--- config.mk ---
export PLATFORM = sky130hd
export DESIGN_NAME = adc_conv_end_flat
export DESIGN_NICKNAME = d
export VERILOG_FILES = /design/src/design/adc_link_pkg.sv /design/src/design/adc_link_if.sv /design/src/design/adc_conv_end.sv /design/src/flat_wrapper.sv
export SDC_FILE = /design/constraint.sdc
export NUM_CORES = 1
export LEC_CHECK = 0
export ABC_CLOCK_PERIOD_IN_PS = 3700
export BUFFER_PORTS_ARGS = -buffer_cell sky130_fd_sc_hd__buf_2
export CORE_MARGIN = 2
export CORE_UTILIZATION = 59
export DETAILED_ROUTE_END_ITERATION = 7
export PLACE_DENSITY = 0.83
export RECOVER_POWER = 50
export SYNTH_ARGS = -nofsm -noshare
export SYNTH_HDL_FRONTEND = slang
export SYNTH_SLANG_ARGS = --single-unit
--- constraint.sdc ---
create_clock -name mclk -period 3.7 [get_ports mclk]
set_clock_uncertainty 0.15 [all_clocks]
set_input_delay 0.925 -clock mclk [delete_from_list [all_inputs] [get_ports mclk]]
set_output_delay 0.925 -clock mclk [all_outputs]
set_load 0.005 [all_outputs]
--- src/design/adc_link_pkg.sv ---
/*
 * Shared constants and types for the sampling converter serial link:
 * frame edge counts, word layout, timing figures and state enums.
 * Assumes both ends run on the same 25 MHz system clock rate.
 */
package adc_link_pkg;

    // Counter width for serial clock edges within one frame
    localparam int EDGE_W = 5;

    // Serial clock edge thresholds, counted from the frame-select fall
    localparam logic [EDGE_W-1:0] FALLS_NOISE  = 5'h02;
    localparam logic [EDGE_W-1:0] FALLS_NORMAL = 5'h0A;
    localparam logic [EDGE_W-1:0] FALLS_END    = 5'h10;
    localparam logic [EDGE_W-1:0] RISE_TRACK   = 5'h0D;
    localparam logic [EDGE_W-1:0] FRAME_CYC    = 5'h14;
    localparam logic [EDGE_W-1:0] EDGE_MAX     = 5'h1F;

    // Word layout on the result line
    localparam int LEAD_ZEROS  = 3;
    localparam int DATA_BITS   = 8;
    localparam int TRAIL_ZEROS = 4;
    localparam int WORD_BITS   = LEAD_ZEROS + DATA_BITS + TRAIL_ZEROS;

    // Falls at which the host captures the data bits, MSB first
    localparam logic [EDGE_W-1:0] CAPT_FIRST = 5'h04;
    localparam logic [EDGE_W-1:0] CAPT_LAST  = 5'h0B;

    // Timing figures in ns and their cycle counts at the system clock
    localparam int MCLK_NS  = 40;
    localparam int ACQ_NS   = 350;
    localparam int QUIET_NS = 50;
    localparam int TIMER_W  = 8;
    localparam logic [TIMER_W-1:0] TIMER_MAX = 8'hFF;
    localparam logic [TIMER_W-1:0] ACQ_CYC =
        TIMER_W'((ACQ_NS + MCLK_NS - 1) / MCLK_NS);
    localparam logic [TIMER_W-1:0] QUIET_CYC =
        TIMER_W'((QUIET_NS + MCLK_NS - 1) / MCLK_NS);

    // Default half period of the serial clock, in system clocks
    localparam int SCLK_HALF_DEF = 4;

    typedef enum {PW_SHUTDOWN, PW_NORMAL} power_e;
    typedef enum {FR_IDLE, FR_ACTIVE, FR_DONE} frame_e;
    typedef enum {H_IDLE, H_RUN} host_e;

endpackage : adc_link_pkg

--- src/design/adc_link_if.sv ---
/*
 * Three-wire link between the converter end and the serial master end.
 * Resolves the result line from the converter's enable; a released
 * line reads high, as a pull-up would hold it.
 */
`timescale 1ns/10ps
interface adc_link_if;
    logic sclk;                 // Serial clock, made by the master
    logic cs_n;                 // Frame select, active low
    logic serial_result_out;    // Converter output value
    logic result_oe;            // Converter drives the line while high
    wire  serial_result_line;   // Resolved line level, high when released

    assign serial_result_line = result_oe ? serial_result_out : 1'b1;

    modport dev (
        input  sclk,
        input  cs_n,
        output serial_result_out,
        output result_oe
    );

    modport host (
        output sclk,
        output cs_n,
        input  serial_result_line
    );
endinterface : adc_link_if

--- src/design/adc_conv_end.sv ---
/*
 * Converter end: power-mode control, frame sequencing and result
 * shifting of a single-channel 8-bit sampling converter.
 * Assumes sclk and cs_n come from another domain and are sampled by
 * mclk at well above twice the serial clock rate.
 */
// Summary of operation
// RULE_01 - Frame-select fall in shutdown starts power-up
// RULE_02 - First result after wake-up flagged invalid
// RULE_03 - Wake frame ended before 10th fall: shutdown
// RULE_04 - Host holds select past 10th fall
// RULE_05 - Sixteen clocks powers fully; next result valid
// RULE_06 - Host waits quiet time after dummy frame
// RULE_07 - Power-on mode either; first frame is dummy
// RULE_08 - Continuous normal mode: twenty clocks per sample
// RULE_09 - Host may end frames between falls 10-15
// RULE_10 - Track resumes at 13th rise; host waits acquisition
// RULE_11 - Sample and hold at frame-select fall
// RULE_12 - Sixteenth fall ends conversion, floats result line
// RULE_13 - Three zeros, eight bits MSB first, four zeros
// RULE_14 - Select rise between falls 2-10 enters shutdown
// RULE_15 - Select rise before 2nd fall keeps mode
// RULE_16 - Select rise after 10th fall truncates, stays normal
// RULE_17 - Power state changes only at select rise
`timescale 1ns/10ps
module adc_conv_end #(
    parameter bit START_NORMAL = 1'b0    // Mode assumed after reset
) (
    input  wire logic       mclk,        // System clock
    input  wire logic       reset,       // Asynchronous reset
    input  wire logic       ce,          // Clock enable
    adc_link_if.dev         link,        // Serial link to the master
    input  wire logic [7:0] sample_in,   // Analog value stand-in
    output logic            sample_take, // Input sampled this cycle
    output logic            holding,     // Hold phase in progress
    output logic            analog_on,   // Analog circuitry powered
    output logic            powered,     // Fully powered, results valid
    output logic [7:0]      word_out,    // Completed conversion word
    output logic            word_done,   // Word finished pulse
    output logic            word_dummy   // Finished word is invalid
);

    localparam logic [adc_link_pkg::EDGE_W-1:0] ONE = 5'h01;

    // Three-stage samplers for the pins
    logic [2:0] sclk_s_r;
    logic [2:0] cs_s_r;
    logic       sclk_f_r;
    logic       sclk_f_nxt;
    logic       cs_f_r;
    logic       cs_f_nxt;

    always_comb begin
        sclk_f_nxt = (sclk_s_r[1] == sclk_s_r[2]) ? sclk_s_r[2] : sclk_f_r;
        cs_f_nxt   = (cs_s_r[1] == cs_s_r[2]) ? cs_s_r[2] : cs_f_r;
    end

    always_ff @(posedge mclk or posedge reset) begin
        if (reset) begin
            sclk_s_r <= 3'h7;
            cs_s_r   <= 3'h7;
            sclk_f_r <= 1'b1;
            cs_f_r   <= 1'b1;
        end else if (ce) begin
            sclk_s_r <= {sclk_s_r[1:0], link.sclk};
            cs_s_r   <= {cs_s_r[1:0], link.cs_n};
            sclk_f_r <= sclk_f_nxt;
            cs_f_r   <= cs_f_nxt;
        end
    end

    logic sclk_fall;
    logic sclk_rise;
    logic cs_fall;
    logic cs_rise;

    assign sclk_fall = sclk_f_r & ~sclk_f_nxt;
    assign sclk_rise = ~sclk_f_r & sclk_f_nxt;
    assign cs_fall   = cs_f_r & ~cs_f_nxt;
    assign cs_rise   = ~cs_f_r & cs_f_nxt;

    // Frame and power state
    adc_link_pkg::frame_e                  fr_r, fr_nxt;
    adc_link_pkg::power_e                  pw_r, pw_nxt;
    logic [adc_link_pkg::EDGE_W-1:0]       falls_r, falls_nxt;
    logic [adc_link_pkg::EDGE_W-1:0]       rises_r, rises_nxt;
    logic [adc_link_pkg::WORD_BITS-1:0]    sh_r, sh_nxt;
    logic [7:0]                            samp_r, samp_nxt;
    logic [7:0]                            word_r, word_nxt;
    logic                                  wake_r, wake_nxt;
    logic                                  rdy_r, rdy_nxt;
    logic                                  dum_r, dum_nxt;
    logic                                  wdum_r, wdum_nxt;
    logic                                  done_r, done_nxt;
    logic                                  take_r, take_nxt;
    logic                                  hold_r, hold_nxt;
    logic                                  out_r, out_nxt;
    logic                                  oe_r, oe_nxt;
    adc_link_pkg::power_e                  pw_end;

    always_comb begin
        fr_nxt    = fr_r;
        pw_nxt    = pw_r;
        falls_nxt = falls_r;
        rises_nxt = rises_r;
        sh_nxt    = sh_r;
        samp_nxt  = samp_r;
        word_nxt  = word_r;
        wake_nxt  = wake_r;
        rdy_nxt   = rdy_r;
        dum_nxt   = dum_r;
        wdum_nxt  = wdum_r;
        done_nxt  = 1'b0;
        take_nxt  = 1'b0;
        hold_nxt  = hold_r;
        out_nxt   = out_r;
        oe_nxt    = oe_r;
        pw_end    = pw_r;

        // Mode reached if the select rose now
        if (wake_r) begin
            pw_end = (falls_r >= adc_link_pkg::FALLS_NORMAL) ?
                     adc_link_pkg::PW_NORMAL :
                     adc_link_pkg::PW_SHUTDOWN;                       // RULE_03
        end else if (falls_r >= adc_link_pkg::FALLS_NOISE &&
                     falls_r < adc_link_pkg::FALLS_NORMAL) begin
            pw_end = adc_link_pkg::PW_SHUTDOWN;                       // RULE_14
        end

        if (cs_fall) begin
            // A new frame always starts, even over an idled-low frame
            fr_nxt    = adc_link_pkg::FR_ACTIVE;
            falls_nxt = '0;
            rises_nxt = '0;
            wake_nxt  = (pw_r == adc_link_pkg::PW_SHUTDOWN);          // RULE_01
            dum_nxt   = ~rdy_r;                                       // RULE_02 RULE_07
            hold_nxt  = 1'b1;                                         // RULE_11
            take_nxt  = 1'b1;                                         // RULE_11
            samp_nxt  = sample_in;                                    // RULE_11
            sh_nxt    = {{adc_link_pkg::LEAD_ZEROS{1'b0}}, sample_in,
                         {adc_link_pkg::TRAIL_ZEROS{1'b0}}};          // RULE_13
            out_nxt   = 1'b0;
            oe_nxt    = 1'b1;
        end else if (cs_rise) begin
            fr_nxt   = adc_link_pkg::FR_IDLE;
            oe_nxt   = 1'b0;                                          // RULE_14 RULE_16
            hold_nxt = 1'b0;
            wake_nxt = 1'b0;
            pw_nxt   = pw_end;                                        // RULE_15 RULE_17
            if (pw_end == adc_link_pkg::PW_SHUTDOWN) begin
                rdy_nxt = 1'b0;
            end
        end else if (fr_r != adc_link_pkg::FR_IDLE) begin
            if (sclk_fall && fr_r == adc_link_pkg::FR_ACTIVE) begin
                falls_nxt = falls_r + ONE;
                sh_nxt    = {sh_r[adc_link_pkg::WORD_BITS-2:0], 1'b0};  // RULE_13
                out_nxt   = sh_r[adc_link_pkg::WORD_BITS-2];           // RULE_13
                if (falls_nxt == adc_link_pkg::FALLS_END) begin
                    fr_nxt   = adc_link_pkg::FR_DONE;
                    oe_nxt   = 1'b0;                                  // RULE_12
                    word_nxt = samp_r;                                // RULE_12
                    wdum_nxt = dum_r;                                 // RULE_02
                    done_nxt = 1'b1;
                    rdy_nxt  = 1'b1;                                  // RULE_05
                end
            end
            if (sclk_rise && rises_r != adc_link_pkg::EDGE_MAX) begin
                rises_nxt = rises_r + ONE;
                if (rises_nxt == adc_link_pkg::RISE_TRACK) begin
                    hold_nxt = 1'b0;                                  // RULE_10
                end
            end
        end
    end

    always_ff @(posedge mclk or posedge reset) begin
        if (reset) begin
            fr_r    <= adc_link_pkg::FR_IDLE;
            pw_r    <= START_NORMAL ? adc_link_pkg::PW_NORMAL :
                                      adc_link_pkg::PW_SHUTDOWN;       // RULE_07
            falls_r <= '0;
            rises_r <= '0;
            sh_r    <= '0;
            samp_r  <= 8'h00;
            word_r  <= 8'h00;
            wake_r  <= 1'b0;
            rdy_r   <= 1'b0;
            dum_r   <= 1'b0;
            wdum_r  <= 1'b0;
            done_r  <= 1'b0;
            take_r  <= 1'b0;
            hold_r  <= 1'b0;
            out_r   <= 1'b0;
            oe_r    <= 1'b0;
        end else if (ce) begin
            fr_r    <= fr_nxt;
            pw_r    <= pw_nxt;
            falls_r <= falls_nxt;
            rises_r <= rises_nxt;
            sh_r    <= sh_nxt;
            samp_r  <= samp_nxt;
            word_r  <= word_nxt;
            wake_r  <= wake_nxt;
            rdy_r   <= rdy_nxt;
            dum_r   <= dum_nxt;
            wdum_r  <= wdum_nxt;
            done_r  <= done_nxt;
            take_r  <= take_nxt;
            hold_r  <= hold_nxt;
            out_r   <= out_nxt;
            oe_r    <= oe_nxt;
        end
    end

    // Any frame in progress keeps the analog side awake
    assign analog_on = (pw_r == adc_link_pkg::PW_NORMAL) ||
                       (fr_r != adc_link_pkg::FR_IDLE);
    assign powered   = rdy_r;
    assign holding   = hold_r;
    assign sample_take = take_r;
    assign word_out  = word_r;
    assign word_done = done_r;
    assign word_dummy = wdum_r;

    assign link.serial_result_out = out_r;
    assign link.result_oe         = oe_r;

endmodule : adc_conv_end

--- src/flat_wrapper.sv ---
// flat-port wrapper written by rule: the top's interface ports become plain ports
module adc_conv_end_flat 
#(
    parameter bit START_NORMAL = 1'b0                               
)
  (mclk, reset, ce, sample_in, sample_take, holding, analog_on, powered, word_out, word_done, word_dummy, link_sclk, link_cs_n, link_serial_result_out, link_result_oe);
  adc_link_if link_i ();
  input  wire logic mclk;
  input  wire logic reset;
  input  wire logic ce;
  input  wire logic [7:0] sample_in;
  output logic sample_take;
  output logic holding;
  output logic analog_on;
  output logic powered;
  output logic [7:0] word_out;
  output logic word_done;
  output logic word_dummy;
  input wire logic [$bits(link_i.sclk)-1:0] link_sclk;
  input wire logic [$bits(link_i.cs_n)-1:0] link_cs_n;
  output wire logic [$bits(link_i.serial_result_out)-1:0] link_serial_result_out;
  output wire logic [$bits(link_i.result_oe)-1:0] link_result_oe;
  assign link_i.sclk = link_sclk;
  assign link_i.cs_n = link_cs_n;
  assign link_serial_result_out = link_i.serial_result_out;
  assign link_result_oe = link_i.result_oe;
  adc_conv_end #(.START_NORMAL(START_NORMAL)) u_core (.mclk(mclk), .reset(reset), .ce(ce), .link(link_i), .sample_in(sample_in), .sample_take(sample_take), .holding(holding), .analog_on(analog_on), .powered(powered), .word_out(word_out), .word_done(word_done), .word_dummy(word_dummy));
endmodule
==> results of run 1 <==
[synthesized netlist by cell type (3+ instances only)]
cell                       instances
sky130_fd_sc_hd__dfrtp_1          78
sky130_fd_sc_hd__mux2i_1           7
sky130_fd_sc_hd__mux2_2           24
sky130_fd_sc_hd__nor4_1            9
sky130_fd_sc_hd__o31ai_1           3
sky130_fd_sc_hd__ha_1              7
sky130_fd_sc_hd__nor2_1           11
sky130_fd_sc_hd__nor3_1            6
sky130_fd_sc_hd__nand2_1          27
sky130_fd_sc_hd__clkbuf_1         10
sky130_fd_sc_hd__o21ai_0          26
sky130_fd_sc_hd__nand2b_1         12
sky130_fd_sc_hd__nand3_1           3
sky130_fd_sc_hd__a21oi_1           4
sky130_fd_sc_hd__inv_1             9
sky130_fd_sc_hd__nor2b_1          33
sky130_fd_sc_hd__dfstp_2           8
[critical path: stages, from the launching register on]
cell and delay, ns:
sky130_fd_sc_hd__dfrtp_1 0.39, sky130_fd_sc_hd__nor4_1 0.32, sky130_fd_sc_hd__nand4_1 0.16, sky130_fd_sc_hd__nor2_1 0.23
sky130_fd_sc_hd__a211o_1 0.18, sky130_fd_sc_hd__buf_2 0.11
[worst max-delay path by stage]
stage / cells past startpoint / to / from / slack (ns)
after floorplan: 1 / u_core.dum_r / reset / 0.42
after global placement: 5 / u_core.falls_r[2] / ce / 0.97
after detailed placement: 5 / u_core.falls_r[2] / ce / 0.91
after CTS: 5 / analog_on / u_core.pw_r[19] / 0.85
after global routing: 5 / u_core.falls_r[2] / ce / 0.69
final: 5 / analog_on / u_core.pw_r[19] / 0.88
[layout by cell type (no fill, tap or decap), types with 3 or more instances in the layout]
master,netlist,final
sky130_fd_sc_hd__dfrtp_1,78,78
sky130_fd_sc_hd__nor2b_1,33,33
sky130_fd_sc_hd__nand2_1,27,27
sky130_fd_sc_hd__buf_2,2,27
sky130_fd_sc_hd__o21ai_0,26,25
sky130_fd_sc_hd__mux2_2,24,24
sky130_fd_sc_hd__nand2b_1,12,12
sky130_fd_sc_hd__nor2_1,11,11
sky130_fd_sc_hd__clkbuf_8,0,10
sky130_fd_sc_hd__nor4_1,9,9
sky130_fd_sc_hd__inv_1,9,8
sky130_fd_sc_hd__dfstp_2,8,8
sky130_fd_sc_hd__mux2i_1,7,7
sky130_fd_sc_hd__ha_1,7,7
sky130_fd_sc_hd__nor3_1,6,6
sky130_fd_sc_hd__buf_4,0,5
sky130_fd_sc_hd__a21oi_1,4,4
sky130_fd_sc_hd__nand3_1,3,3
sky130_fd_sc_hd__o31ai_1,3,3
[routing by layer]
metal  GRT usage, %  vias to the layer above
met1          28.69                     1159
li1               -                     1144
met3          4.374                       11
met2          30.50                       34
met5              0                        -
met4          8.197                        0
[cell families (layout without fill, tap and decap cells)]
group / count (synthesis) / after routing / share of synthesized area (%)
flip-flops: 86 / 86 / 58.96
AND/OR/NAND/NOR: 115 / 115 / 17.64
XOR/XNOR: 2 / 2 / 0.4777
multiplexers: 32 / 32 / 9.690
AO/OA/AOI/OAI: 47 / 47 / 8.222
buffers and inverters: 23 / 58 / 2.627
adder cells (fa/ha/maj): 7 / 7 / 2.388
[area by class of cell]
type                       instances  area share [%]
clock buffer                      11           3.449
timing repair buffer              33           4.304
inverter                           9          0.8547
tap                               75           2.289
sequential                        86           52.75
multi-input combinational        203           34.37
clock inverter                     5           1.984
[sequential cells by signal, indices dropped and copies added (netlist names), 2 cells and up]
name             count
u_core.rises_r       5
u_core.falls_r       5
u_core.fr_r          2
u_core.sclk_s_r      3
u_core.cs_s_r        3
u_core.sh_r         10
u_core.word_out      8
u_core.pw_r         32
u_core.samp_r        8
[through the flow]
stage / worst slack, ns / power (W) / hold slack, ns
after floorplan: 0.4164 / 0.001653 / 0.2960
after global placement: 0.9727 / 0.001767 / 0.3141
after detailed placement: 0.9097 / 0.001810 / 0.3213
after CTS: 0.8524 / 0.002542 / 0.3405
after global routing: 0.6913 / 0.002672 / 0.3623
final: 0.8808 / 0.002523 / 0.3365
[power breakdown]
group	switching, W	leakage (nW)	internal, W
logic	0.000286	0.776	0.000240
clock network	0.000330	0.110	0.000400
registers	0.000152	1.13	0.00111
total	0.000768	2.02	0.00176
==> flow_results.xml, run 1 <==
<?xml version="1.0" encoding="UTF-8"?>
<metrics>
  <group name="floorplanning">
    <metric name="floorplan.die_area" unit="µm²">6862</metric>
    <metric name="floorplan.io_pins" unit="">29</metric>
    <metric name="design.core.area" unit="µm²">5956</metric>
    <metric name="die_wd" unit="µm">82.84</metric>
    <metric name="initial_utilization" unit="%">61.58</metric>
    <metric name="num_rows" unit="">28</metric>
    <metric name="chipHeight" unit="µm">82.84</metric>
  </group>
  <group name="sta">
    <metric name="worstMarginPinSlew" unit="ns">1.566</metric>
    <metric name="max-slew-margin-rel" unit="%">-4.968</metric>
    <metric name="fin_setup_tns" unit="ns">0</metric>
    <metric name="setup_viol_count_final" unit="">0</metric>
    <metric name="grt_setup_unrepaired" unit="">false</metric>
    <metric name="finalCritPeriodShare" unit="%">76.20</metric>
    <metric name="timing.final.hold_violations" unit="">0</metric>
    <metric name="achievable-frequency" unit="MHz">354.7</metric>
    <metric name="timing_max_transition_violations_final" unit="">39</metric>
    <metric name="fin_crit" unit="ns">2.819</metric>
  </group>
  <group name="layout">
    <metric name="post_route_cells_drive_above_1_share" unit="%">24.78</metric>
    <metric name="area_used_by_multi_input_combinational_logic" unit="µm²">1409</metric>
    <metric name="final_design_area_no_fill" unit="µm²">4099</metric>
    <metric name="final_nets" unit="">362</metric>
    <metric name="n_fill_cell" unit="">454</metric>
    <metric name="post-route-util" unit="%">68.82</metric>
    <metric name="seq_area" unit="µm²">2162</metric>
    <metric name="area.growth.synth_to_final" unit="%">11.77</metric>
    <metric name="final_cells" unit="">422</metric>
    <metric name="antenna-diode-count" unit="">0</metric>
  </group>
  <group name="setup_path">
    <metric name="critical_r2r_launch" unit="">u_core.cs_f_r</metric>
    <metric name="setup.worst_path.start_class" unit="">register</metric>
    <metric name="ff2ff_path_depth" unit="">8</metric>
    <metric name="worst_r2r_endpoint" unit="">u_core.falls_r[0]</metric>
    <metric name="crit_arrival" unit="ns">1.74</metric>
    <metric name="timing.critical_path.fanout_max" unit="">3</metric>
    <metric name="wp_data_required" unit="ns">2.62</metric>
    <metric name="crit_type" unit="">reg -&gt; out</metric>
    <metric name="r2r_setup_slack" unit="ns">1.03</metric>
    <metric name="worstSetupEndpointType" unit="">output port</metric>
  </group>
  <group name="routing">
    <metric name="ant_nets" unit="">0</metric>
    <metric name="via_per_inst" unit="">5.564</metric>
    <metric name="met3_wirelength" unit="µm">177</metric>
    <metric name="route.top_layer_used" unit="">met4</metric>
    <metric name="drc" unit="">0</metric>
    <metric name="met1_wire_length" unit="µm">3004</metric>
    <metric name="routed-via-count" unit="">2348</metric>
    <metric name="met2WireLength" unit="µm">2982</metric>
    <metric name="drt-wirelength-per-cell" unit="µm">14.85</metric>
    <metric name="dr.first_iter.drc_count" unit="">144</metric>
    <metric name="detail_route.wirelength" unit="µm">6268</metric>
    <metric name="drt_pre_antenna_iters" unit="">4</metric>
  </group>
  <group name="grt">
    <metric name="grt_start_max_net_pins" unit="">39</metric>
    <metric name="global_route.usage.total" unit="%">20.16</metric>
    <metric name="first_global_vias" unit="">2339</metric>
    <metric name="grt_remaining_overflow" unit="">0</metric>
    <metric name="antenna_found_initial" unit="">0</metric>
    <metric name="grt_first_pass_wirelength" unit="µm">11210</metric>
  </group>
  <group name="outcome">
    <metric name="outcome" unit="">complete, but fails checks</metric>
    <metric name="violations" unit="">max-capacitance violations, max-slew violations</metric>
  </group>
  <group name="clock_network">
    <metric name="cts_num_sinks" unit="">86</metric>
    <metric name="cts_htree_levels" unit="">3</metric>
    <metric name="inserted_clock_buffers" unit="">9</metric>
    <metric name="clkLatencyLatePin" unit="ns">0.35</metric>
    <metric name="postCtsResizedCells" unit="">0</metric>
    <metric name="clock_path_buffers" unit="">2</metric>
    <metric name="tritoncts" unit="">yes</metric>
    <metric name="cts-hold-fix-buffers" unit="">0</metric>
    <metric name="worst_setup_hold_path_clk_slew" unit="ns">0.09</metric>
    <metric name="cts.repair_timing.setup_buffer_count" unit="">0</metric>
    <metric name="clockRootBuffer" unit="">sky130_fd_sc_hd__clkbuf_8</metric>
  </group>
  <group name="min_path">
    <metric name="worstHoldEndpoint" unit="">u_core.sh_r[12]</metric>
    <metric name="worstHoldPathCells" unit="">2</metric>
    <metric name="worstHoldPathType" unit="">reg -&gt; reg</metric>
    <metric name="worstHoldStart" unit="">u_core.sh_r[12]</metric>
  </group>
  <group name="placement">
    <metric name="place_area" unit="µm²">3877</metric>
    <metric name="placed_instances" unit="">406</metric>
    <metric name="port_buffers" unit="">28</metric>
    <metric name="post-dp-hpwl" unit="µm">4246</metric>
    <metric name="final_weighted_congestion_in_routability_driven_placement" unit="">0.8164</metric>
  </group>
  <group name="synthesis">
    <metric name="synth_largest_type_area_fraction" unit="%">53.22</metric>
    <metric name="netlist.top_cell.by_area" unit="">sky130_fd_sc_hd__dfrtp_1</metric>
    <metric name="post_synth_num_cell_types" unit="">44</metric>
    <metric name="async_reset_ff_share" unit="%">100.0</metric>
    <metric name="netlist_area" unit="µm²">3667</metric>
    <metric name="syn_nets" unit="">332</metric>
    <metric name="number_of_synthesized_flops_with_an_enable_pin" unit="">0</metric>
    <metric name="synth-main-ff-cell" unit="">sky130_fd_sc_hd__dfrtp_1</metric>
    <metric name="ys_seq_elements" unit="">86</metric>
    <metric name="synth_area_leaders" unit="">sky130_fd_sc_hd__dfrtp_1, sky130_fd_sc_hd__mux2_2, sky130_fd_sc_hd__dfstp_2, sky130_fd_sc_hd__nor2b_1, sky130_fd_sc_hd__o21ai_0</metric>
    <metric name="syn-instance-count" unit="">312</metric>
    <metric name="avgSynthCellArea" unit="µm²">11.75</metric>
    <metric name="synth_seq_area_share" unit="%">58.96</metric>
    <metric name="yosys_warnings" unit="">0</metric>
  </group>
  <group name="power_and_ir_drop">
    <metric name="p_leak" unit="nW">2.017</metric>
    <metric name="worst_ir_drop_vdd" unit="µV">441.5</metric>
    <metric name="power.density_cell_area" unit="nW/µm²">615.6</metric>
  </group>
  <group name="run">
    <metric name="max_cap_violations" unit="">1</metric>
  </group>
</metrics>
Note: power is estimated with default switching activity, not from simulation.
==> run 2, diff against run 1 <==
--- a/config.mk
+++ b/config.mk
@@ -5,12 +5,12 @@
 export SDC_FILE = /design/constraint.sdc
 export NUM_CORES = 1
 export LEC_CHECK = 0
-export ABC_CLOCK_PERIOD_IN_PS = 3700
+export ABC_CLOCK_PERIOD_IN_PS = 2300
 export BUFFER_PORTS_ARGS = -buffer_cell sky130_fd_sc_hd__buf_2
 export CORE_MARGIN = 2
-export CORE_UTILIZATION = 59
+export CORE_UTILIZATION = 53
 export DETAILED_ROUTE_END_ITERATION = 7
-export PLACE_DENSITY = 0.83
+export PLACE_DENSITY = 0.79
 export RECOVER_POWER = 50
 export SYNTH_ARGS = -nofsm -noshare
 export SYNTH_HDL_FRONTEND = slang
==> constraint.sdc (replaced) <==
create_clock -name mclk -period 2.3 [get_ports mclk]
set_clock_uncertainty 0.15 [all_clocks]
set_input_delay 0.575 -clock mclk [delete_from_list [all_inputs] [get_ports mclk]]
set_output_delay 0.575 -clock mclk [all_outputs]
set_load 0.005 [all_outputs]
==> run 2 against run 1 <==
Compared with the run above: the flow finishes with violations (negative setup slack); combinational power grew 92%; core utilization decreased by 4.8 points; sequential share of layout area down 2.7 points; critical endpoint unchanged.
==> flow_results.xml, run 2 (synthesized netlist as in run 1, its figures left out) <==
<?xml version="1.0" encoding="UTF-8"?>
<metrics>
  <group name="outcome">
    <metric name="outcome" unit="">complete, but fails checks</metric>
    <metric name="violations" unit="">negative setup slack</metric>
  </group>
  <group name="setup_path">
    <metric name="crit_type" unit="">reg -&gt; out</metric>
    <metric name="wp_data_required" unit="ns">1.57</metric>
    <metric name="crit_start" unit="">u_core.pw_r[3]</metric>
    <metric name="setup.worst_path.start_class" unit="">register</metric>
    <metric name="critical_path_cell_count" unit="">5</metric>
    <metric name="cp_slowest_cell" unit="">sky130_fd_sc_hd__dfrtp_1</metric>
    <metric name="crit_path_cell_trace" unit="">nor4_2 -&gt; nand4_1 -&gt; nor2_2 -&gt; a211o_1 -&gt; buf_2</metric>
    <metric name="crit_family" unit="">simple AND/OR/NAND/NOR gates</metric>
    <metric name="timing.critical_path.fanout_max" unit="">2</metric>
    <metric name="ff2ff_path_depth" unit="">8</metric>
    <metric name="path_buf_inv" unit="">1</metric>
    <metric name="critical_path.max_stage_delay" unit="ns">0.40</metric>
    <metric name="critical_path.endpoint" unit="">analog_on</metric>
    <metric name="worst_r2r_endpoint" unit="">u_core.falls_r[2]</metric>
    <metric name="critical_r2r_launch" unit="">u_core.cs_f_r</metric>
    <metric name="r2r_setup_slack" unit="ns">0.13</metric>
    <metric name="worstSetupEndpointType" unit="">output port</metric>
    <metric name="crit_arrival" unit="ns">1.67</metric>
  </group>
  <group name="layout">
    <metric name="final_nets" unit="">379</metric>
    <metric name="seq_area" unit="µm²">2162</metric>
    <metric name="largest-register" unit="">u_core.pw_r</metric>
    <metric name="layout_commonest_cell" unit="">sky130_fd_sc_hd__dfrtp_1</metric>
    <metric name="n_fill_cell" unit="">529</metric>
    <metric name="post_route_cells_drive_above_1_share" unit="%">31.04</metric>
    <metric name="max_ffs_per_register" unit="">32</metric>
    <metric name="largestRegisters" unit="">u_core.pw_r (32), u_core.sh_r (10)</metric>
    <metric name="area.growth.synth_to_final" unit="%">17.91</metric>
    <metric name="antenna-diode-count" unit="">0</metric>
    <metric name="final_design_area_no_fill" unit="µm²">4324</metric>
    <metric name="area_used_by_multi_input_combinational_logic" unit="µm²">1480</metric>
    <metric name="layout.cells.most_common_list" unit="">sky130_fd_sc_hd__dfrtp_1, sky130_fd_sc_hd__nor2b_1, sky130_fd_sc_hd__nand2_1, sky130_fd_sc_hd__buf_2, sky130_fd_sc_hd__o21ai_0</metric>
  </group>
  <group name="routing">
    <metric name="drt_pre_antenna_iters" unit="">4</metric>
    <metric name="via_per_inst" unit="">5.457</metric>
    <metric name="routed-via-count" unit="">2423</metric>
    <metric name="ant_nets" unit="">0</metric>
    <metric name="detail_route.wirelength" unit="µm">6693</metric>
    <metric name="dr.first_iter.drc_count" unit="">117</metric>
    <metric name="drc" unit="">0</metric>
    <metric name="drt-wirelength-per-cell" unit="µm">15.07</metric>
  </group>
  <group name="sta">
    <metric name="setup_viol_count_final" unit="">1</metric>
    <metric name="post-route-worst-setup-slack" unit="ns">-0.09454</metric>
    <metric name="timing.final.hold_violations" unit="">0</metric>
    <metric name="grt_setup_unrepaired" unit="">true</metric>
    <metric name="timing_max_transition_violations_final" unit="">0</metric>
    <metric name="worstMarginPinSlew" unit="ns">1.081</metric>
    <metric name="fin_crit" unit="ns">2.395</metric>
    <metric name="max-slew-margin-rel" unit="%">27.51</metric>
    <metric name="finalCritPeriodShare" unit="%">104.1</metric>
    <metric name="fin_worst_hold_slack" unit="ns">0.2624</metric>
    <metric name="achievable-frequency" unit="MHz">417.6</metric>
  </group>
  <group name="power_and_ir_drop">
    <metric name="comb_power_share" unit="%">24.2</metric>
    <metric name="worst_ir_drop_vdd" unit="µV">475.7</metric>
    <metric name="netSwitchingPower" unit="W">0.001264</metric>
    <metric name="switching_share_of_power" unit="%">30.17</metric>
    <metric name="power.density_cell_area" unit="nW/µm²">968.6</metric>
    <metric name="power.clock.fraction" unit="%">28.0</metric>
    <metric name="seq_power_share" unit="%">47.8</metric>
    <metric name="p_leak" unit="nW">2.113</metric>
    <metric name="power.internal" unit="W">0.002925</metric>
  </group>
  <group name="clock_network">
    <metric name="clock_path_buffers" unit="">2</metric>
    <metric name="cts-hold-fix-buffers" unit="">0</metric>
    <metric name="cts_htree_levels" unit="">3</metric>
    <metric name="worst_setup_hold_path_clk_slew" unit="ns">0.09</metric>
    <metric name="clkLatencyLatePin" unit="ns">0.35</metric>
    <metric name="tritoncts" unit="">yes</metric>
    <metric name="inserted_clock_buffers" unit="">9</metric>
    <metric name="clockRootBuffer" unit="">sky130_fd_sc_hd__clkbuf_8</metric>
    <metric name="cts_num_sinks" unit="">86</metric>
  </group>
  <group name="grt">
    <metric name="antenna_found_initial" unit="">0</metric>
    <metric name="grt_first_pass_wirelength" unit="µm">11070</metric>
    <metric name="first_global_vias" unit="">2406</metric>
    <metric name="global_route.usage.total" unit="%">18.89</metric>
    <metric name="grt_start_max_net_pins" unit="">35</metric>
    <metric name="grt_remaining_overflow" unit="">0</metric>
  </group>
  <group name="floorplanning">
    <metric name="design.core.area" unit="µm²">6756</metric>
    <metric name="num_rows" unit="">30</metric>
    <metric name="chipHeight" unit="µm">87.18</metric>
    <metric name="floorplan.io_pins" unit="">29</metric>
    <metric name="die_wd" unit="µm">87.18</metric>
    <metric name="floorplan.die_area" unit="µm²">7600</metric>
    <metric name="initial_utilization" unit="%">54.28</metric>
  </group>
  <group name="placement">
    <metric name="place_area" unit="µm²">4013</metric>
    <metric name="port_buffers" unit="">28</metric>
    <metric name="final_weighted_congestion_in_routability_driven_placement" unit="">0.7343</metric>
    <metric name="post-dp-hpwl" unit="µm">4412</metric>
  </group>
  <group name="run">
    <metric name="max_cap_violations" unit="">0</metric>
  </group>
  <group name="min_path">
    <metric name="worstHoldPathType" unit="">in -&gt; async</metric>
  </group>
</metrics>
-- run 2: cell count changes in the layout (fill, tap and decap cells not counted), sizes merged --
cell,delta
buf,+12
clkbuf,+5
-- run 2: through the flow --
stage | power [W] | TNS, ns | instances | setup slack, ns | utilization, %
detailed placement | 0.002986 | -0.04443 | 424 | -0.02472 | 59.39
finish | 0.004188 | -0.09454 | 444 | -0.09454 | 64.00
global placement | 0.002935 | 0 | 424 | 0.05584 | 59.39
CTS | 0.004161 | -0.09632 | 442 | -0.09632 | 63.39
floorplan | 0.002660 | 0 | 312 | 0.06195 | -
global route | 0.004458 | -0.2629 | 444 | -0.2051 | 64.00
-- run 2: worst min-delay path by stage --
stage / cells after the start / end / slack (ns) / from
2_1_floorplan: 2 / u_core.dum_r / 0.30 / u_core.dum_r
3_3_place_gp: 2 / u_core.link.serial_result_out / 0.31 / u_core.link.serial_result_out
3_5_place_dp: 2 / u_core.link.serial_result_out / 0.32 / u_core.link.serial_result_out
4_1_cts: 2 / u_core.sh_r[5] / 0.13 / reset
5_1_grt: 2 / u_core.sclk_s_r[0] / 0.30 / link_sclk
6_report: 2 / u_core.sh_r[5] / 0.26 / reset
-- run 2: area by class of cell --
type	instances	share of cell area, %
multi-input combinational	203	34.23
tap	80	2.315
sequential	86	50.00
inverter	9	0.8102
clock inverter	5	1.881
clock buffer	11	3.270
timing repair buffer	50	7.494
-- run 2: per-layer routing --
metal	track usage [%]	vias to the layer above	part of all wire, %
li1	-	1174	-
met1	25.19	1216	47
met2	30.33	24	49
met3	5.592	9	2.8
met4	5.455	0	1.3
met5	0	-	0
-- run 2: power by group through the flow --
stage	Clock [W]	Combinational, W	Sequential [W]
after floorplan	0	0.000676	0.00198
after global placement	0	0.000928	0.00201
after detailed placement	0	0.000959	0.00203
after CTS	0.00119	0.000972	0.00200
after global routing	0.00126	0.00116	0.00204
final	0.00117	0.00101	0.00200
-- run 2: repair_timing --
item / 4_1_cts / 5_1_grt
pin swaps: 3 / 1
buffers inserted: 2 / 0
gates cloned: 0 / 2
gates resized for setup: 6 / 8
endpoints found under the setup margin: 3 / 39
==> run 3, diff against run 2 <==
--- a/config.mk
+++ b/config.mk
@@ -8,9 +8,9 @@
 export ABC_CLOCK_PERIOD_IN_PS = 2300
 export BUFFER_PORTS_ARGS = -buffer_cell sky130_fd_sc_hd__buf_2
 export CORE_MARGIN = 2
-export CORE_UTILIZATION = 53
+export CORE_UTILIZATION = 50
 export DETAILED_ROUTE_END_ITERATION = 7
-export PLACE_DENSITY = 0.79
+export PLACE_DENSITY = 0.75
 export RECOVER_POWER = 50
 export SYNTH_ARGS = -nofsm -noshare
 export SYNTH_HDL_FRONTEND = slang
==> run 3 against run 2 <==
Compared with the run above: the flow still finishes with violations (negative setup slack); largest power group unchanged; setup slack gained 0.058 ns; first-iteration DRC count shrank 25%; critical path type unchanged; clock-buffer cell count shrank 2; final cell count grew 4.5%; highest routed layer unchanged; non-clock buffer count grew 1; sequential power is essentially flat; critical endpoint unchanged.
==> flow_results.xml, run 3 (synthesized netlist as in run 1, its figures left out) <==
<?xml version="1.0" encoding="UTF-8"?>
<metrics>
  <group name="layout">
    <metric name="area.growth.synth_to_final" unit="%">17.54</metric>
    <metric name="final_design_area_no_fill" unit="µm²">4310</metric>
    <metric name="antenna-diode-count" unit="">0</metric>
    <metric name="largestRegisters" unit="">u_core.pw_r (32), u_core.sh_r (10)</metric>
    <metric name="final_nets" unit="">380</metric>
    <metric name="layout.cells.most_common_list" unit="">sky130_fd_sc_hd__dfrtp_1, sky130_fd_sc_hd__nor2b_1, sky130_fd_sc_hd__nand2_1, sky130_fd_sc_hd__buf_2</metric>
    <metric name="layout_commonest_cell" unit="">sky130_fd_sc_hd__dfrtp_1</metric>
    <metric name="largest-register" unit="">u_core.pw_r</metric>
    <metric name="post_route_cells_drive_above_1_share" unit="%">30.96</metric>
    <metric name="max_ffs_per_register" unit="">32</metric>
  </group>
  <group name="power_and_ir_drop">
    <metric name="p_leak" unit="nW">2.104</metric>
    <metric name="comb_power_share" unit="%">25.1</metric>
    <metric name="power.clock.fraction" unit="%">26.1</metric>
    <metric name="power.density_cell_area" unit="nW/µm²">949.8</metric>
    <metric name="worst_ir_drop_vdd" unit="µV">577.1</metric>
    <metric name="power.internal" unit="W">0.002801</metric>
    <metric name="netSwitchingPower" unit="W">0.001293</metric>
    <metric name="seq_power_share" unit="%">48.8</metric>
    <metric name="switching_share_of_power" unit="%">31.58</metric>
  </group>
  <group name="floorplanning">
    <metric name="design.core.area" unit="µm²">7176</metric>
    <metric name="initial_utilization" unit="%">51.11</metric>
    <metric name="die_wd" unit="µm">89.64</metric>
    <metric name="floorplan.io_pins" unit="">29</metric>
    <metric name="num_rows" unit="">31</metric>
    <metric name="floorplan.die_area" unit="µm²">8035</metric>
    <metric name="chipHeight" unit="µm">89.64</metric>
  </group>
  <group name="sta">
    <metric name="grt_setup_unrepaired" unit="">true</metric>
    <metric name="fin_setup_tns" unit="ns">-0.03673</metric>
    <metric name="post-route-worst-setup-slack" unit="ns">-0.03673</metric>
    <metric name="worstMarginPinSlew" unit="ns">1.077</metric>
    <metric name="timing.final.hold_violations" unit="">0</metric>
    <metric name="achievable-frequency" unit="MHz">427.9</metric>
    <metric name="finalCritPeriodShare" unit="%">101.6</metric>
    <metric name="max-slew-margin-rel" unit="%">27.77</metric>
    <metric name="fin_crit" unit="ns">2.337</metric>
    <metric name="setup_viol_count_final" unit="">1</metric>
    <metric name="timing_max_transition_violations_final" unit="">0</metric>
  </group>
  <group name="setup_path">
    <metric name="crit_arrival" unit="ns">1.61</metric>
    <metric name="timing.critical_path.fanout_max" unit="">2</metric>
    <metric name="setup.worst_path.start_class" unit="">register</metric>
    <metric name="wp_data_required" unit="ns">1.57</metric>
    <metric name="worstSetupEndpointType" unit="">output port</metric>
    <metric name="ff2ff_path_depth" unit="">10</metric>
    <metric name="crit_type" unit="">reg -&gt; out</metric>
  </group>
  <group name="run">
    <metric name="max_cap_violations" unit="">0</metric>
  </group>
  <group name="placement">
    <metric name="place_area" unit="µm²">4056</metric>
    <metric name="post-dp-hpwl" unit="µm">4500</metric>
    <metric name="final_weighted_congestion_in_routability_driven_placement" unit="">0.7259</metric>
    <metric name="port_buffers" unit="">28</metric>
  </group>
  <group name="clock_network">
    <metric name="cts-hold-fix-buffers" unit="">0</metric>
    <metric name="cts_htree_levels" unit="">3</metric>
    <metric name="cts_num_sinks" unit="">86</metric>
    <metric name="tritoncts" unit="">yes</metric>
    <metric name="clockRootBuffer" unit="">sky130_fd_sc_hd__clkbuf_8</metric>
    <metric name="inserted_clock_buffers" unit="">9</metric>
    <metric name="clock_path_buffers" unit="">2</metric>
    <metric name="worst_setup_hold_path_clk_slew" unit="ns">0.08</metric>
    <metric name="clkLatencyLatePin" unit="ns">0.35</metric>
  </group>
  <group name="routing">
    <metric name="dr.first_iter.drc_count" unit="">88</metric>
    <metric name="ant_nets" unit="">0</metric>
    <metric name="routed-via-count" unit="">2422</metric>
    <metric name="detail_route.wirelength" unit="µm">6544</metric>
    <metric name="via_per_inst" unit="">5.220</metric>
    <metric name="drt_pre_antenna_iters" unit="">5</metric>
    <metric name="drc" unit="">0</metric>
    <metric name="drt-wirelength-per-cell" unit="µm">14.10</metric>
  </group>
  <group name="grt">
    <metric name="grt_first_pass_wirelength" unit="µm">10850</metric>
    <metric name="grt_remaining_overflow" unit="">0</metric>
    <metric name="first_global_vias" unit="">2401</metric>
    <metric name="global_route.usage.total" unit="%">17.75</metric>
    <metric name="grt_start_max_net_pins" unit="">41</metric>
    <metric name="antenna_found_initial" unit="">0</metric>
  </group>
  <group name="outcome">
    <metric name="outcome" unit="">complete, but fails checks</metric>
    <metric name="violations" unit="">negative setup slack</metric>
  </group>
  <group name="min_path">
    <metric name="worstHoldPathType" unit="">in -&gt; async</metric>
  </group>
</metrics>
run 3: per-layer routing:
metal,vias to the layer above,GRT usage (%),wire length [µm],part of all wire (%)
li1,1175,-,-,-
met1,1192,24.71,3078,47
met2,41,27.21,3157,48
met3,14,3.931,208,3.2
met4,0,7.191,100,1.5
met5,-,0,0,0
run 3: path summary, 6_finish.rpt:
path                           startpoint                 to  slack, ns
max                        u_core.pw_r[7]          analog_on      -0.04
min                                 reset     u_core.pw_r[9]       0.26
max reg2reg                 u_core.cs_f_r  u_core.falls_r[3]       0.11
min reg2reg                  u_core.dum_r       u_core.dum_r       0.34
max in group asynchronous           reset     u_core.sh_r[5]       0.32
min in group mclk               link_cs_n   u_core.cs_s_r[0]       0.31
run 3: critical path: stages, from the launching register on:
cell and delay [ns]:
sky130_fd_sc_hd__dfrtp_1 0.40, sky130_fd_sc_hd__nor4_2 0.31, sky130_fd_sc_hd__nand4_1 0.15, sky130_fd_sc_hd__nor2_2 0.15, sky130_fd_sc_hd__a211o_1 0.16, sky130_fd_sc_hd__buf_2 0.11
run 3: power by group through the flow:
stage          combinational, W  clock (W)  sequential, W
6_report                0.00103    0.00107        0.00200
5_1_grt                 0.00116    0.00116        0.00204
4_1_cts                0.000990    0.00110        0.00200
3_5_place_dp           0.000980          0        0.00203
3_3_place_gp           0.000940          0        0.00201
2_1_floorplan          0.000676          0        0.00198
run 3: cell type report:
cell class	instances	area (µm²)
sequential	86	2162
timing repair buffer	51	327.8
clock inverter	7	81.33
fill	588	2865
multi-input combinational	203	1456
tap	99	123.9
inverter	9	35.03
clock buffer	9	123.9
run 3: timing repair:
| item | 4_1_cts | 5_1_grt |
|---|---|---|
| pin swaps | 1 | 1 |
| endpoints found under the setup margin | 2 | 46 |
| endpoints found under the hold margin | 0 | 0 |
| setup buffers | 1 | 3 |
| resized for setup | 4 | 8 |
run 3: through the flow:
step / util [%] / hold WS, ns / total power [W] / instances / setup WS, ns
2_1_floorplan: - / 0.2960 / 0.002660 / 312 / 0.06195
3_3_place_gp: 56.53 / 0.3096 / 0.002946 / 444 / 0.07233
3_5_place_dp: 56.53 / 0.3209 / 0.003008 / 444 / -0.003027
4_1_cts: 59.76 / 0.1353 / 0.004085 / 461 / -0.09217
5_1_grt: 60.07 / 0.3045 / 0.004359 / 464 / -0.1792
6_report: 60.07 / 0.2641 / 0.004094 / 464 / -0.03673
